--- config.mk ---
export PLATFORM = sky130hd
export DESIGN_NAME = bpc_chopper_top
export DESIGN_NICKNAME = d
export VERILOG_FILES = /design/src/core/bpc_sync2.v /design/src/core/bpc_chopper_top.v
export VERILOG_INCLUDE_DIRS = /design/src /design/src/include
export SDC_FILE = /design/constraint.sdc
export NUM_CORES = 1
export LEC_CHECK = 0
export ABC_AREA = 1
export ABC_CLOCK_PERIOD_IN_PS = 3500
export BUFFER_PORTS_ARGS = -buffer_cell sky130_fd_sc_hd__buf_4
export CORE_MARGIN = 10
export CORE_UTILIZATION = 35
export DETAILED_ROUTE_END_ITERATION = 7
export PLACE_DENSITY = 0.56
export SYNTH_ARGS = -nofsm -noshare
export SYNTH_HDL_FRONTEND = slang
export SYNTH_SLANG_ARGS = --single-unit
--- constraint.sdc ---
create_clock -name clk_i -period 3.5 [get_ports clk_i]
set_input_delay 1.05 -clock clk_i [delete_from_list [all_inputs] [get_ports clk_i]]
set_output_delay 1.05 -clock clk_i [all_outputs]
set_load 0.01 [all_outputs]
--- src/include/bpc_chopper_defines.vh ---
/*
 * Constants for the two-bridge constant off-time chopper: clock rate,
 * switching times, derived cycle counts, state codes and counter widths.
 * Assumes a single 25 MHz system clock; all counts derive from it.
 */
`ifndef BPC_CHOPPER_DEFINES_VH
`define BPC_CHOPPER_DEFINES_VH

// Clock rate
`define BPC_CLK_PERIOD_NS     40
`define BPC_CLK_FREQ_KHZ      25000

// Switching times as printed, in their own units
`define BPC_DEAD_TIME_NS      1000
`define BPC_BLANK_TIME_NS     1000
`define BPC_MIN_ON_TIME_PS    2500000
`define BPC_PUMP_FREQ_KHZ     600

// Dead time: least time, rounded up (25 cycles)
`define BPC_DEAD_CYC   ((`BPC_DEAD_TIME_NS + `BPC_CLK_PERIOD_NS - 1) / `BPC_CLK_PERIOD_NS)
// Blanking: longest time, rounded down (25 cycles)
`define BPC_BLANK_CYC  (`BPC_BLANK_TIME_NS / `BPC_CLK_PERIOD_NS)
// Minimum on-time: least time, rounded up (63 cycles)
`define BPC_MIN_ON_CYC ((`BPC_MIN_ON_TIME_PS + `BPC_CLK_PERIOD_NS * 1000 - 1) / (`BPC_CLK_PERIOD_NS * 1000))
// Pump half period, rounded down (20 cycles)
`define BPC_PUMP_HALF_CYC (`BPC_CLK_FREQ_KHZ / (2 * `BPC_PUMP_FREQ_KHZ))

// Counter widths
`define BPC_TCNT_W     7
`define BPC_OFF_W      16
`define BPC_PUMP_W     5

// Chopper state codes
`define BPC_ST_IDLE     3'h0
`define BPC_ST_DEAD_ON  3'h1
`define BPC_ST_ON       3'h2
`define BPC_ST_OFF_DEAD 3'h3
`define BPC_ST_OFF_REC  3'h4
`define BPC_ST_OFF_END  3'h5

// Gate vector layout {hs1, ls1, hs2, ls2}
`define BPC_G_HS1      3
`define BPC_G_LS1      2
`define BPC_G_HS2      1
`define BPC_G_LS2      0
`define BPC_G_NONE     4'h0

`endif

--- src/core/bpc_sync2.v ---
/*
 * Two-flop synchroniser for a bundle of pin inputs.
 * Assumes inputs are levels that stay stable for several clock periods.
 */
`timescale 1ns/1ps
`default_nettype none

module bpc_sync2 #(
	parameter W = 1
) (
	input  wire         clk_i,
	input  wire         srst_i,
	input  wire [W-1:0] d_i,
	output wire [W-1:0] q_o
);

	reg [W-1:0] stage1;
	reg [W-1:0] stage2;

	// First stage is read only by the second
	always @(posedge clk_i) begin
		if (srst_i) begin
			stage1 <= {W{1'b0}};
			stage2 <= {W{1'b0}};
		end else begin
			stage1 <= d_i;
			stage2 <= stage1;
		end
	end

	assign q_o = stage2;

endmodule // bpc_sync2

`default_nettype wire

--- src/core/bpc_chopper_top.v ---
/*
 * Two independent full-bridge constant off-time current choppers with
 * dead time, blanking, minimum on-time, fast/slow decay with
 * (quasi-)synchronous rectification, enable/protection pull-down and a
 * free-running charge-pump square wave.
 * Assumes: all inputs except the clock and reset come from pins and are
 * asynchronous; the sense inputs are comparator outputs that are high
 * while the sensed current exceeds the reference; an external sequencer
 * supplies phase and per-bridge enable.
 */
// Summary of operation
// - Dead time between legs' transistor switching.
// - Two bridges, independent choppers.
// - Comparator trip starts off-time, bridge off.
// - Stay off full off-time, then on.
// - Turn-on delayed by dead time after off-time.
// - Ignore comparator during blanking after turn-on.
// - Hold bridge on for minimum on-time.
// - Decay low: fast, both conducting transistors off.
// - Decay high: slow, only low side off.
// - Fast decay rectifies with lower transistor only.
// - Slow decay rectifies with upper transistor.
// - Slow decay: other upper on after dead time.
// - Device may pull enable low; driver tolerates.
// - Free-running pump square wave near 600 kHz.
`timescale 1ns/1ps
`default_nettype none
`include "bpc_chopper_defines.vh"

module bpc_chopper_top (
	input  wire        clk_i,
	input  wire        srst_i,
	// Enable pin, shared with protection pull-down
	input  wire        en_i,
	output wire        en_o,
	output wire        en_oe_o,
	input  wire        fault_i,
	// Bridge A controls
	input  wire        phase_a_i,
	input  wire        bridge_en_a_i,
	input  wire        decay_sel_a_i,
	input  wire        sense_trip_a_i,
	input  wire [15:0] offtime_timing_pin_a_i,
	// Bridge B controls
	input  wire        phase_b_i,
	input  wire        bridge_en_b_i,
	input  wire        decay_sel_b_i,
	input  wire        sense_trip_b_i,
	input  wire [15:0] offtime_timing_pin_b_i,
	// Bridge A gate drives
	output wire        gate_hs1_a_o,
	output wire        gate_ls1_a_o,
	output wire        gate_hs2_a_o,
	output wire        gate_ls2_a_o,
	// Bridge B gate drives
	output wire        gate_hs1_b_o,
	output wire        gate_ls1_b_o,
	output wire        gate_hs2_b_o,
	output wire        gate_ls2_b_o,
	// Status and pump
	output wire        chop_off_a_o,
	output wire        chop_off_b_o,
	output wire        pump_oscillator_out_o
);

	localparam NSYNC = 2 + 2 * (4 + `BPC_OFF_W);
	localparam [2:0] ST_IDLE     = `BPC_ST_IDLE;
	localparam [2:0] ST_DEAD_ON  = `BPC_ST_DEAD_ON;
	localparam [2:0] ST_ON       = `BPC_ST_ON;
	localparam [2:0] ST_OFF_DEAD = `BPC_ST_OFF_DEAD;
	localparam [2:0] ST_OFF_REC  = `BPC_ST_OFF_REC;
	localparam [2:0] ST_OFF_END  = `BPC_ST_OFF_END;
	localparam integer DEAD_LAST_I = `BPC_DEAD_CYC - 1;
	localparam integer BLANK_I     = `BPC_BLANK_CYC;
	localparam integer MIN_ON_I    = `BPC_MIN_ON_CYC - 1;
	localparam integer PUMP_LAST_I = `BPC_PUMP_HALF_CYC - 1;
	localparam [`BPC_TCNT_W-1:0] DEAD_LAST  = DEAD_LAST_I[`BPC_TCNT_W-1:0];
	localparam [`BPC_TCNT_W-1:0] BLANK_CYC  = BLANK_I[`BPC_TCNT_W-1:0];
	localparam [`BPC_TCNT_W-1:0] MIN_ON_LST = MIN_ON_I[`BPC_TCNT_W-1:0];
	localparam [`BPC_TCNT_W-1:0] TCNT_MAX   = {`BPC_TCNT_W{1'b1}};
	localparam [`BPC_PUMP_W-1:0] PUMP_LAST  = PUMP_LAST_I[`BPC_PUMP_W-1:0];

	// Gate pattern for a state: conducting diagonal by phase, decay style
	function [3:0] bpc_gates;
		input [2:0] st;
		input       ph;
		input       slow;
		reg   [3:0] on_pat;
		reg   [3:0] hi_keep;
		reg   [3:0] rect_lo;
		reg   [3:0] rect_hi;
		begin
			// Phase high: hs1 with ls2; phase low: hs2 with ls1
			on_pat  = ph ? 4'h9 : 4'h6;
			hi_keep = ph ? 4'h8 : 4'h2;
			rect_lo = ph ? 4'h4 : 4'h1;
			rect_hi = ph ? 4'ha : 4'ha;
			case (st)
				ST_ON:       bpc_gates = on_pat;
				ST_OFF_DEAD: bpc_gates = slow ? hi_keep : `BPC_G_NONE;
				ST_OFF_REC:  bpc_gates = slow ? rect_hi : rect_lo;
				ST_OFF_END:  bpc_gates = slow ? hi_keep : `BPC_G_NONE;
				default:     bpc_gates = `BPC_G_NONE;
			endcase
		end
	endfunction

	// Pin inputs pass two flops before use
	wire [NSYNC-1:0] sync_d;
	wire [NSYNC-1:0] sync_q;
	assign sync_d = {en_i, fault_i,
		phase_a_i, bridge_en_a_i, decay_sel_a_i, sense_trip_a_i, offtime_timing_pin_a_i,
		phase_b_i, bridge_en_b_i, decay_sel_b_i, sense_trip_b_i, offtime_timing_pin_b_i};
	bpc_sync2 #(
		.W (NSYNC)
	) u_sync (
		.clk_i  (clk_i),
		.srst_i (srst_i),
		.d_i    (sync_d),
		.q_o    (sync_q)
	);

	wire                 en_s;
	wire                 fault_s;
	wire [1:0]           phase_s;
	wire [1:0]           ben_s;
	wire [1:0]           decay_s;
	wire [1:0]           trip_s;
	wire [`BPC_OFF_W-1:0] offlen_s [0:1];

	assign en_s        = sync_q[NSYNC-1];
	assign fault_s     = sync_q[NSYNC-2];
	assign phase_s[0]  = sync_q[NSYNC-3];
	assign ben_s[0]    = sync_q[NSYNC-4];
	assign decay_s[0]  = sync_q[NSYNC-5];
	assign trip_s[0]   = sync_q[NSYNC-6];
	assign offlen_s[0] = sync_q[2*`BPC_OFF_W+3:`BPC_OFF_W+4];
	assign phase_s[1]  = sync_q[`BPC_OFF_W+3];
	assign ben_s[1]    = sync_q[`BPC_OFF_W+2];
	assign decay_s[1]  = sync_q[`BPC_OFF_W+1];
	assign trip_s[1]   = sync_q[`BPC_OFF_W];
	assign offlen_s[1] = sync_q[`BPC_OFF_W-1:0];

	// Protection pull-down on the shared enable line
	reg pull_en;
	always @(posedge clk_i) begin
		if (srst_i)
			pull_en <= 1'b0;
		else
			pull_en <= fault_s;
	end

	assign en_o    = 1'b0;                   // Open drain: only ever pulls low
	assign en_oe_o = pull_en;

	// Global run: line high and no fault of our own
	wire run_all;
	assign run_all = en_s & ~fault_s;

	// Gate and status results from both bridges
	wire [3:0] gates [0:1];
	wire [1:0] off_flag;

	// One independent chopper per bridge
	genvar b;
	generate
		for (b = 0; b < 2; b = b + 1) begin : g_bridge
			reg [2:0]             st;
			reg [2:0]             next_st;
			reg [`BPC_TCNT_W-1:0] tcnt;
			reg [`BPC_TCNT_W-1:0] next_tcnt;
			reg [`BPC_OFF_W-1:0]  ocnt;
			reg [`BPC_OFF_W-1:0]  next_ocnt;
			reg                   ph;
			reg                   next_ph;
			reg                   slow;
			reg                   next_slow;
			reg                   trip_pend;
			reg                   next_trip_pend;
			reg [3:0]             gate;
			reg                   off_st;
			wire                  run;
			wire                  trip_seen;
			wire [`BPC_OFF_W-1:0] off_last;
			assign run = run_all & ben_s[b];
			// Comparator ignored during blanking
			assign trip_seen = trip_s[b] & (tcnt >= BLANK_CYC);
			// Zero programmed count still gives one cycle
			assign off_last = (offlen_s[b] == {`BPC_OFF_W{1'b0}}) ?
				{`BPC_OFF_W{1'b0}} : offlen_s[b] - 1'b1;

			// Next-state logic of the chopper
			always @* begin
				next_st        = st;
				next_tcnt      = tcnt;
				next_ocnt      = ocnt;
				next_ph        = ph;
				next_slow      = slow;
				next_trip_pend = trip_pend;
				case (st)
					ST_IDLE: begin
						next_tcnt = {`BPC_TCNT_W{1'b0}};
						next_ph   = phase_s[b];
						if (run)
							next_st = ST_DEAD_ON;
					end
					ST_DEAD_ON: begin
						// All off, then on after dead time
						next_tcnt = tcnt + 1'b1;
						next_ph   = phase_s[b];
						if (tcnt == DEAD_LAST) begin
							next_st        = ST_ON;
							next_tcnt      = {`BPC_TCNT_W{1'b0}};
							next_trip_pend = 1'b0;
						end
					end
					ST_ON: begin
						if (tcnt != TCNT_MAX)
							next_tcnt = tcnt + 1'b1;
						if (trip_seen)
							next_trip_pend = 1'b1;
						if (phase_s[b] != ph) begin
							// Direction change passes through dead time
							next_st   = ST_DEAD_ON;
							next_tcnt = {`BPC_TCNT_W{1'b0}};
						end else if ((trip_pend | trip_seen) && tcnt >= MIN_ON_LST) begin
							next_st        = ST_OFF_DEAD;
							next_tcnt      = {`BPC_TCNT_W{1'b0}};
							next_ocnt      = {`BPC_OFF_W{1'b0}};
							next_slow      = decay_s[b];
							next_trip_pend = 1'b0;
						end
					end
					ST_OFF_DEAD: begin
						next_tcnt = tcnt + 1'b1;
						next_ocnt = ocnt + 1'b1;
						if (ocnt >= off_last) begin
							next_st   = ST_OFF_END;
							next_tcnt = {`BPC_TCNT_W{1'b0}};
						end else if (tcnt == DEAD_LAST)
							next_st = ST_OFF_REC;
					end
					ST_OFF_REC: begin
						next_ocnt = ocnt + 1'b1;
						if (ocnt >= off_last) begin
							next_st   = ST_OFF_END;
							next_tcnt = {`BPC_TCNT_W{1'b0}};
						end
					end
					ST_OFF_END: begin
						// Rectifier off, wait dead time before turn-on
						next_tcnt = tcnt + 1'b1;
						if (tcnt == DEAD_LAST) begin
							next_tcnt      = {`BPC_TCNT_W{1'b0}};
							next_trip_pend = 1'b0;
							if (phase_s[b] != ph)
								next_st = ST_DEAD_ON;
							else
								next_st = ST_ON;
						end
					end
					default: begin
						next_st = ST_IDLE;
					end
				endcase
				// Disable overrides everything and clears timers
				if (!run) begin
					next_st        = ST_IDLE;
					next_tcnt      = {`BPC_TCNT_W{1'b0}};
					next_ocnt      = {`BPC_OFF_W{1'b0}};
					next_trip_pend = 1'b0;
				end
			end

			// State, counters and registered gate drives
			always @(posedge clk_i) begin
				if (srst_i) begin
					st        <= ST_IDLE;
					tcnt      <= {`BPC_TCNT_W{1'b0}};
					ocnt      <= {`BPC_OFF_W{1'b0}};
					ph        <= 1'b0;
					slow      <= 1'b0;
					trip_pend <= 1'b0;
					gate      <= `BPC_G_NONE;
					off_st    <= 1'b0;
				end else begin
					st        <= next_st;
					tcnt      <= next_tcnt;
					ocnt      <= next_ocnt;
					ph        <= next_ph;
					slow      <= next_slow;
					trip_pend <= next_trip_pend;
					gate      <= bpc_gates(next_st, next_ph, next_slow);
					off_st    <= (next_st == ST_OFF_DEAD) || (next_st == ST_OFF_REC) ||
						(next_st == ST_OFF_END);
				end
			end

			assign gates[b]    = gate;
			assign off_flag[b] = off_st;
		end
	endgenerate

	// Gate outputs straight from flops
	assign gate_hs1_a_o = gates[0][`BPC_G_HS1];
	assign gate_ls1_a_o = gates[0][`BPC_G_LS1];
	assign gate_hs2_a_o = gates[0][`BPC_G_HS2];
	assign gate_ls2_a_o = gates[0][`BPC_G_LS2];
	assign gate_hs1_b_o = gates[1][`BPC_G_HS1];
	assign gate_ls1_b_o = gates[1][`BPC_G_LS1];
	assign gate_hs2_b_o = gates[1][`BPC_G_HS2];
	assign gate_ls2_b_o = gates[1][`BPC_G_LS2];
	assign chop_off_a_o = off_flag[0];
	assign chop_off_b_o = off_flag[1];

	// Free-running charge-pump square wave
	reg [`BPC_PUMP_W-1:0] pump_cnt;
	reg                   pump_lvl;
	always @(posedge clk_i) begin
		if (srst_i) begin
			pump_cnt <= {`BPC_PUMP_W{1'b0}};
			pump_lvl <= 1'b0;
		end else if (pump_cnt == PUMP_LAST) begin
			pump_cnt <= {`BPC_PUMP_W{1'b0}};
			pump_lvl <= ~pump_lvl;
		end else begin
			pump_cnt <= pump_cnt + 1'b1;
		end
	end

	assign pump_oscillator_out_o = pump_lvl;

endmodule // bpc_chopper_top

`default_nettype wire

# ---- Word level (Yosys, flattened, before mapping)
# Index checks and enable logic that the tools add are counted.
dict set report totals {
  mem_bits_ro 0
  input_bits 44
  regBits 159
  latchBits 0
  mem_bits_rw 0
  mem_count 0
}
dict set report classes {
  n_lt_le_gt_ge 6
  n_reduce_logical 33
  muxes 72
  n_shift 0
  n_bitwise 11
  mul 0
  n_div 0
  n_addsub 7
  n_eq_ne 35
}
# op count
set op_table {}
lappend op_table {{$mux 16} 6}
lappend op_table {{$mux 7} 12}
lappend op_table {{$pmux 7 s5} 2}
lappend op_table {{$pmux 16 s2} 2}
lappend op_table {{$mux 3} 18}
lappend op_table {{$pmux 3 s6} 2}
lappend op_table {{$add 16x1->16 const B} 2}
lappend op_table {{$ge 16x16->1} 2}
lappend op_table {{$logic_not 16->1} 2}
lappend op_table {{$mux 4} 8}
lappend op_table {{$sub 16x1->16 const B} 2}
lappend op_table {{$eq 3x2->1 const B} 8}
lappend op_table {{$eq 3x3->1 const B} 8}
lappend op_table {{$pmux 4 s3} 2}
lappend op_table {{$reduce_or 2->1} 11}
lappend op_table {{$mux 1} 16}
lappend op_table {{$add 7x1->7 const B} 2}
lappend op_table {{$eq 7x5->1 const B} 2}
lappend op_table {{$ge 7x5->1 const B} 2}
lappend op_table {{$ge 7x6->1 const B} 2}
lappend op_table {{$ne 7x7->1 const B} 2}
lappend op_table {{$ne 2x2->1 const B} 6}
lappend op_table {{$reduce_and 3->1} 4}
lappend op_table {{$reduce_bool 5->1} 2}
lappend op_table {{other kinds (16)} 39}

# ---- Longest topological paths before layout
dict set report depth {
  depth_word 11
  ltp_mapped 26
  depth_no_buf 26
}

# ---- Modules after synthesis
# A second synthesis with hierarchy kept.
dict set report hier_totals {
  cells_unflattened 1181
  hier_area_um2 8271.7
}
# module instances seq_area_each_um2 area_each_um2 cells_each
set by_module_without_submodules {}
lappend by_module_without_submodules {bpc_chopper_top 1 1501.4 5874.4 920}
lappend by_module_without_submodules {bpc_sync2 1 1681.6 2397.3 261}

# ---- Least setup slack after synthesis
# No wires, ideal clock.
dict set report synth_path {
  path_kind {flip-flop to flip-flop}
  start {register u_sync.stage2[3], in the netlist u_sync.q_o[3]}
  end {register g_bridge[1].gate[1]}
  setup_slack_ps 537
  stages_incl_launch_ff 24
  required_time_ps 3390
  arrival_time_ps 2853
  period_less_slack_ps 2963
  setup_ps 110
  path_cell_list {dfxtp_1 > nor2_1 > nand3_1 > inv_2 > nand2_2 > or3_4 > nor3_4 > nand3_2 > nor2_2 > xor2_1 > nand2_1 > ha_1 > a21oi_1 > o21ai_0 > a21oi_1 > nand2_1 > nand2_1 > nand3_1 > nand2_1 > inv_1 > nand3_1 > nand3_1 > nand2_1 > inv_1}
}
dict set report synth_between {
  elab_chain_cells 9
  elab_cells_between_ends 14
}
# item line_no
set synth_rtl {}
lappend synth_rtl {{from (decl)} bpc_sync2.v:18} ;# reg [W-1:0] stage2;
lappend synth_rtl {{from (signal assigned)} bpc_sync2.v:24} ;# stage2 <= {W{1'b0}};
lappend synth_rtl {{from (signal assigned)} bpc_sync2.v:27} ;# stage2 <= stage1;
lappend synth_rtl {{$sub 16x1->16 or $logic_not 16->1 (tied branches)} {bpc_chopper_top.v:190, bpc_chopper_top.v:189}}
lappend synth_rtl {{$mux 16 *} bpc_chopper_top.v:189} ;# assign off_last = (offlen_s[b] == {`BPC_OFF_W{1'b0}}) ?
lappend synth_rtl {{$ge 16x16->1 *} {bpc_chopper_top.v:237, bpc_chopper_top.v:245}}
lappend synth_rtl {{$mux 3, on equally long branches} {bpc_chopper_top.v:245, bpc_chopper_top.v:237}}
lappend synth_rtl {{$pmux 3 s6 *} bpc_chopper_top.v:200} ;# case (st)
lappend synth_rtl {{$mux 3 *} bpc_chopper_top.v:267} ;# if (!run) begin
lappend synth_rtl {{$eq 3x2->1 or $eq 3x3->1 (tied branches)} bpc_chopper_top.v:98} ;# case (st)
lappend synth_rtl {{$reduce_or 2->1 (no line)} n/a}
lappend synth_rtl {{$pmux 4 s3 *} bpc_chopper_top.v:98}
lappend synth_rtl {{to (signal assigned)} bpc_chopper_top.v:284} ;# gate <= `BPC_G_NONE;
lappend synth_rtl {{to (signal assigned)} bpc_chopper_top.v:293} ;# gate <= bpc_gates(next_st, next_ph, next_slow);
lappend synth_rtl {{to (decl)} bpc_chopper_top.v:180} ;# reg [3:0] gate;
# Mark *: on every way between the ends. The rest lies on a longest branch, timed or not.
# A chain may end at the register's enable or synchronous reset.

# ---- Worst setup path after layout
dict set report layout_path {
  start {register u_sync.stage2[22], in the netlist u_sync.q_o[22]}
  end {register g_bridge[0].tcnt[3]}
}
dict set report layout_between {
  elab_chain_cells 5
  elab_cells_between_ends 8
}
# item line_no
set layout_rtl {}
lappend layout_rtl {{$sub 16x1->16 or $logic_not 16->1 (tied branches)} {bpc_chopper_top.v:190, bpc_chopper_top.v:189}}
lappend layout_rtl {{$mux 16 *} bpc_chopper_top.v:189}
lappend layout_rtl {{$ge 16x16->1 *} {bpc_chopper_top.v:237, bpc_chopper_top.v:245}}
lappend layout_rtl {{$mux 7 or $ne 2x2->1 (tied branches)} n/a}
lappend layout_rtl {{$pmux 7 s5 or $reduce_and 3->1 (tied branches)} n/a}
lappend layout_rtl {{to (signal assigned)} bpc_chopper_top.v:279} ;# tcnt <= {`BPC_TCNT_W{1'b0}};
lappend layout_rtl {{to (signal assigned)} bpc_chopper_top.v:288} ;# tcnt <= next_tcnt;
lappend layout_rtl {{to (decl)} bpc_chopper_top.v:170} ;# reg [`BPC_TCNT_W-1:0] tcnt;
# Marks and branches as above.

==> implementation parameters <==
Parameter                              Value

Run status
  Result of the run    finished, final reports clean

Critical path
  Dominant cell type by count on the critical path    nand2_2
  Kind of end point of the critical path    flop
  Nature of the critical path startpoint    flop
  Reg-to-Reg Start    u_sync.q_o[22]
  End of the worst register-to-register path    g_bridge[0].tcnt[3]
  Chain of cells forming the critical path    nor2_2, nand2_2, nor3_4, nand2_2, nor3_4, nand2_2, nor2_2, nand2_1, xnor2_1, nand2_1, ha_1, nand4_1, nor2_1, nand2_2, nand2_2, inv_1, nand2_1, nand2_1, inv_2, nand2_4, nor2_1, xor2_1, nor2_1
  Required time of the critical path    3.81 ns
  Signal arrival time at the worst endpoint    3.53 ns
  Critical setup path kind    flop to flop
  Critical path peak fanout    9
  Delay contributed by the slowest stage of the critical path    0.35 ns
  FF-to-FF path depth    23
  Flop2flop setup slack    0.28 ns
  CP max-delay cell    dfxtp_2

Floorplanning
  Die height    172.8 µm
  Placement row count    55
  Core area    22850 µm²
  Die width    172.8 µm
  Die Outline Area    29880 µm²
  Count of pins on the block boundary    57
  Starting utilization of the core area    35.79%

Clock network
  Buffers from clock root to sink, at most    2
  Number of clock sinks    159
  CTS tree    done
  Number of buffers inserted during clock tree synthesis    17
  CTS clock-pin slew for the worst setup and hold paths    0.07 ns
  Root Buffer Master    clkbuf_16
  CTS H-Tree Depth    4
  Worst skew pair latency    0.42 ns

Global route
  Pin count of the biggest net entering global routing    55
  GR Layer Usage met3    2.461%
  Via count of the first global-routing pass    6558
  Final global-route overflow total    0
  Met1 Resource Use GR    16.11%
  GRT Max-Usage Layer    met2
  First-pass GRT wire length    30.65 mm
  GR Layer Usage met2    18.85%
  Number of antenna violations at the first check in global routing    0
  Global routing usage summed across all routing layers    12.04%

Flow run
  Max_cap viols    0

Final layout
  Total Nets Final    1330
  Inserted Diodes    0
  Fill cell total of the finished layout    2458
  Area growth from synthesis to final layout    18.79%
  Layout cells sized above 1    14.07%
  Post-route cell area    9713 µm²

Timing
  Setup violations, final    0
  Final cycle utilization of the critical path    91.92%
  Final worst-path setup slack    0.2827 ns
  Headroom to the max-slew limit    59.76%
  Number of max-slew violations in the final report    0
  Actual transition at the worst max-transition pin    0.5972 ns
  Final min period    3.217 ns
  Setup clock skew after layout    0.01014 ns
  Hold Vio Cnt, Final    0
  Max Clk Rate    310.8 MHz

Place
  DPL Wire Length    13.53 mm
  Pre-CTS worst setup slack    0.1730 ns
  Weighted congestion at the end of routability-driven global placement    0.8399
  Count of buffers from port buffering    55
  Cell area reported after detailed placement    8951 µm²

Logic synthesis
  Avg Cell Area, Syn    6.989 µm²
  Largest area contributor in the synthesized netlist    dfxtp_1
  Number of instances in the synthesized netlist    1170
  Synthesized flop and latch total    159
  Cell types occupying the most area after synthesis    dfxtp_1 39%, inv_1 10%, nor2_1 9.8%
  Sequential area share after synthesis    38.93%
  Post-synthesis instance area    8177 µm²
  Top cell type's share of synthesized area    38.93%
  Net count after synthesis    1261
  Number of distinct library cells after synthesis    48
  Warnings from Yosys    0

Detailed routing
  Per-cell via count in the routed design    4.477
  Number of vias in the routed layout    7002
  Number of design-rule violations left by the first detailed-router iteration    416
  Wirelength per Cell    11.46 µm
  Post-route ant nets    0
  Drt total wl    17.92 mm
  DRC Markers    0
  Detailed-router iteration count before antenna repair    5

Min path
  Path type of the worst min-delay path    flop to flop
  Worst hold path cell count    2
  Min-Delay Endpoint    u_sync.q_o[36]
  Source of the worst hold timing path    u_sync.stage1[36]

Power and ir drop
  IR Drop Worst-Case VDD    247.4 µV
  P_leak    4.585 nW
  Power per standard cell area    435.9 nW/µm²
[cells in the mapped netlist (all sizes together)]
| master | count |
|---|---|
| nand3b | 5 |
| and2 | 1 |
| o31ai | 1 |
| a21boi | 1 |
| a21oi | 64 |
| or3 | 1 |
| or2 | 10 |
| conb | 1 |
| o21bai | 1 |
| nand2 | 212 |
| inv | 232 |
| nor3b | 2 |
| o21ai | 38 |
| dfxtp | 159 |
| a22oi | 2 |
| a211oi | 2 |
| a21o | 2 |
| xnor2 | 10 |
| nor2 | 227 |
| nor3 | 18 |
| nor4 | 10 |
| nand4 | 23 |
| buf | 3 |
| nand3 | 61 |
| o21a | 2 |
| o211ai | 4 |
| ha | 47 |
| xor2 | 20 |
| clkbuf | 10 |
| clkinv | 1 |
[layout make-up]
cell class / count / area (µm²) / area share, %
timing repair buffer: 63 / 473.0 / 4.869
inverter: 233 / 879.6 / 9.056
clock buffer: 20 / 446.7 / 4.599
tap: 313 / 391.6 / 4.032
clock inverter: 11 / 181.4 / 1.868
sequential: 159 / 3187 / 32.81
multi-input combinational: 765 / 4154 / 42.77
[sequential cells by signal, summed over array words and instances, names as in the netlist]
name,count
u_sync.q_o,42
pump_oscillator_out_o,1
g_bridge.slow,2
en_oe_o,1
g_bridge.ph,2
g_bridge.tcnt,14
pump_cnt,5
u_sync.stage1,42
chop_off_b_o,1
g_bridge.gate,8
g_bridge.trip_pend,2
g_bridge.ocnt,32
g_bridge.st,6
chop_off_a_o,1
[report_power, final]
part           leakage (nW)  switching [mW]  total (mW)  internal [mW]
registers              1.30          0.0287        1.89           1.86
logic                  2.98           0.207       0.364          0.157
clock network         0.299           0.760        1.98           1.22
total                  4.59           0.996        4.23           3.24
[cell usage in the layout (no fill, tap or decap), types with 3 or more instances in the layout]
cell       Yosys  routed
a21oi_2        1       4
clkbuf_16      0      17
xnor2_1       10      10
nand2_2        4      13
buf_4          1      63
bufinv_16      0       4
nor3_4         1       3
nand2_4        4       4
nand4_1       21      21
inv_2         10      12
dfxtp_1      159     156
nor2_4         5       6
nor2_1       213     209
ha_1          47      46
dfxtp_2        0       3
o21ai_1        9      11
a21oi_1       63      60
nand3_2        4       7
inv_1        220     218
or2_2          9       9
xor2_1        20      20
nand3b_1       5       5
nor2_2         9      12
nand2_1      204     195
nor4_1         9       9
o21ai_0       28      25
nand3_1       55      52
o211ai_1       4       4
nor3_1        15      15
[timing repair]
item	4_1_cts	5_1_grt
endpoints found under the setup margin	0	25
buffers inserted	0	5
endpoints found under the hold margin	0	0
hold buffers	0	0
resized for setup	0	32
[cells by family after synthesis]
group / share of synthesized area (%)
AND/OR/NAND/NOR: 31.51
buffers and inverters: 11.40
flip-flops: 38.93
AO/OA/AOI/OAI: 7.712
adder cells (fa/ha/maj): 7.192
XOR/XNOR: 3.213
other: 0.04586
[per-layer routing]
layer | wire length [µm] | share of wire (%)
met5 | 0 | 0
met4 | 205 | 1.1
met3 | 627 | 3.5
met2 | 8072 | 45
met1 | 9014 | 50
[worst max path at each step]
stage / startpoint / to / slack [ns] / cells past startpoint
after floorplan: u_sync.q_o[3] / g_bridge[1].gate[1] / 0.54 / 23
after global placement: u_sync.q_o[3] / g_bridge[1].gate[3] / 0.21 / 23
after detailed placement: u_sync.q_o[3] / g_bridge[1].gate[3] / 0.17 / 23
after CTS: u_sync.q_o[22] / g_bridge[0].gate[2] / 0.15 / 22
after global routing: u_sync.q_o[22] / g_bridge[0].tcnt[3] / -0.04 / 23
final: u_sync.q_o[22] / g_bridge[0].tcnt[3] / 0.28 / 23
[per-stage QoR]
step	hold slack (ns)	instances	util, %	power, mW	setup TNS [ns]
after detailed placement	0.3922	1528	39.18	2.273	0
after floorplan	0.3883	1170	-	2.167	0
after CTS	0.3965	1559	41.93	4.275	0
final	0.3981	1564	42.51	4.233	0
after global routing	0.4196	1564	42.51	4.415	-0.08335
after global placement	0.3932	1528	39.18	2.270	0
[critical path, delay by kind of cell, from the launching register on]
kind	cells	cell delay, ns
fa+ha+maj	1	0.30
simple gates	18	2.00
flops	1	0.35
xor+xnor	2	0.33
buf+inv	2	0.12
Power figures use the tool's default switching activity.
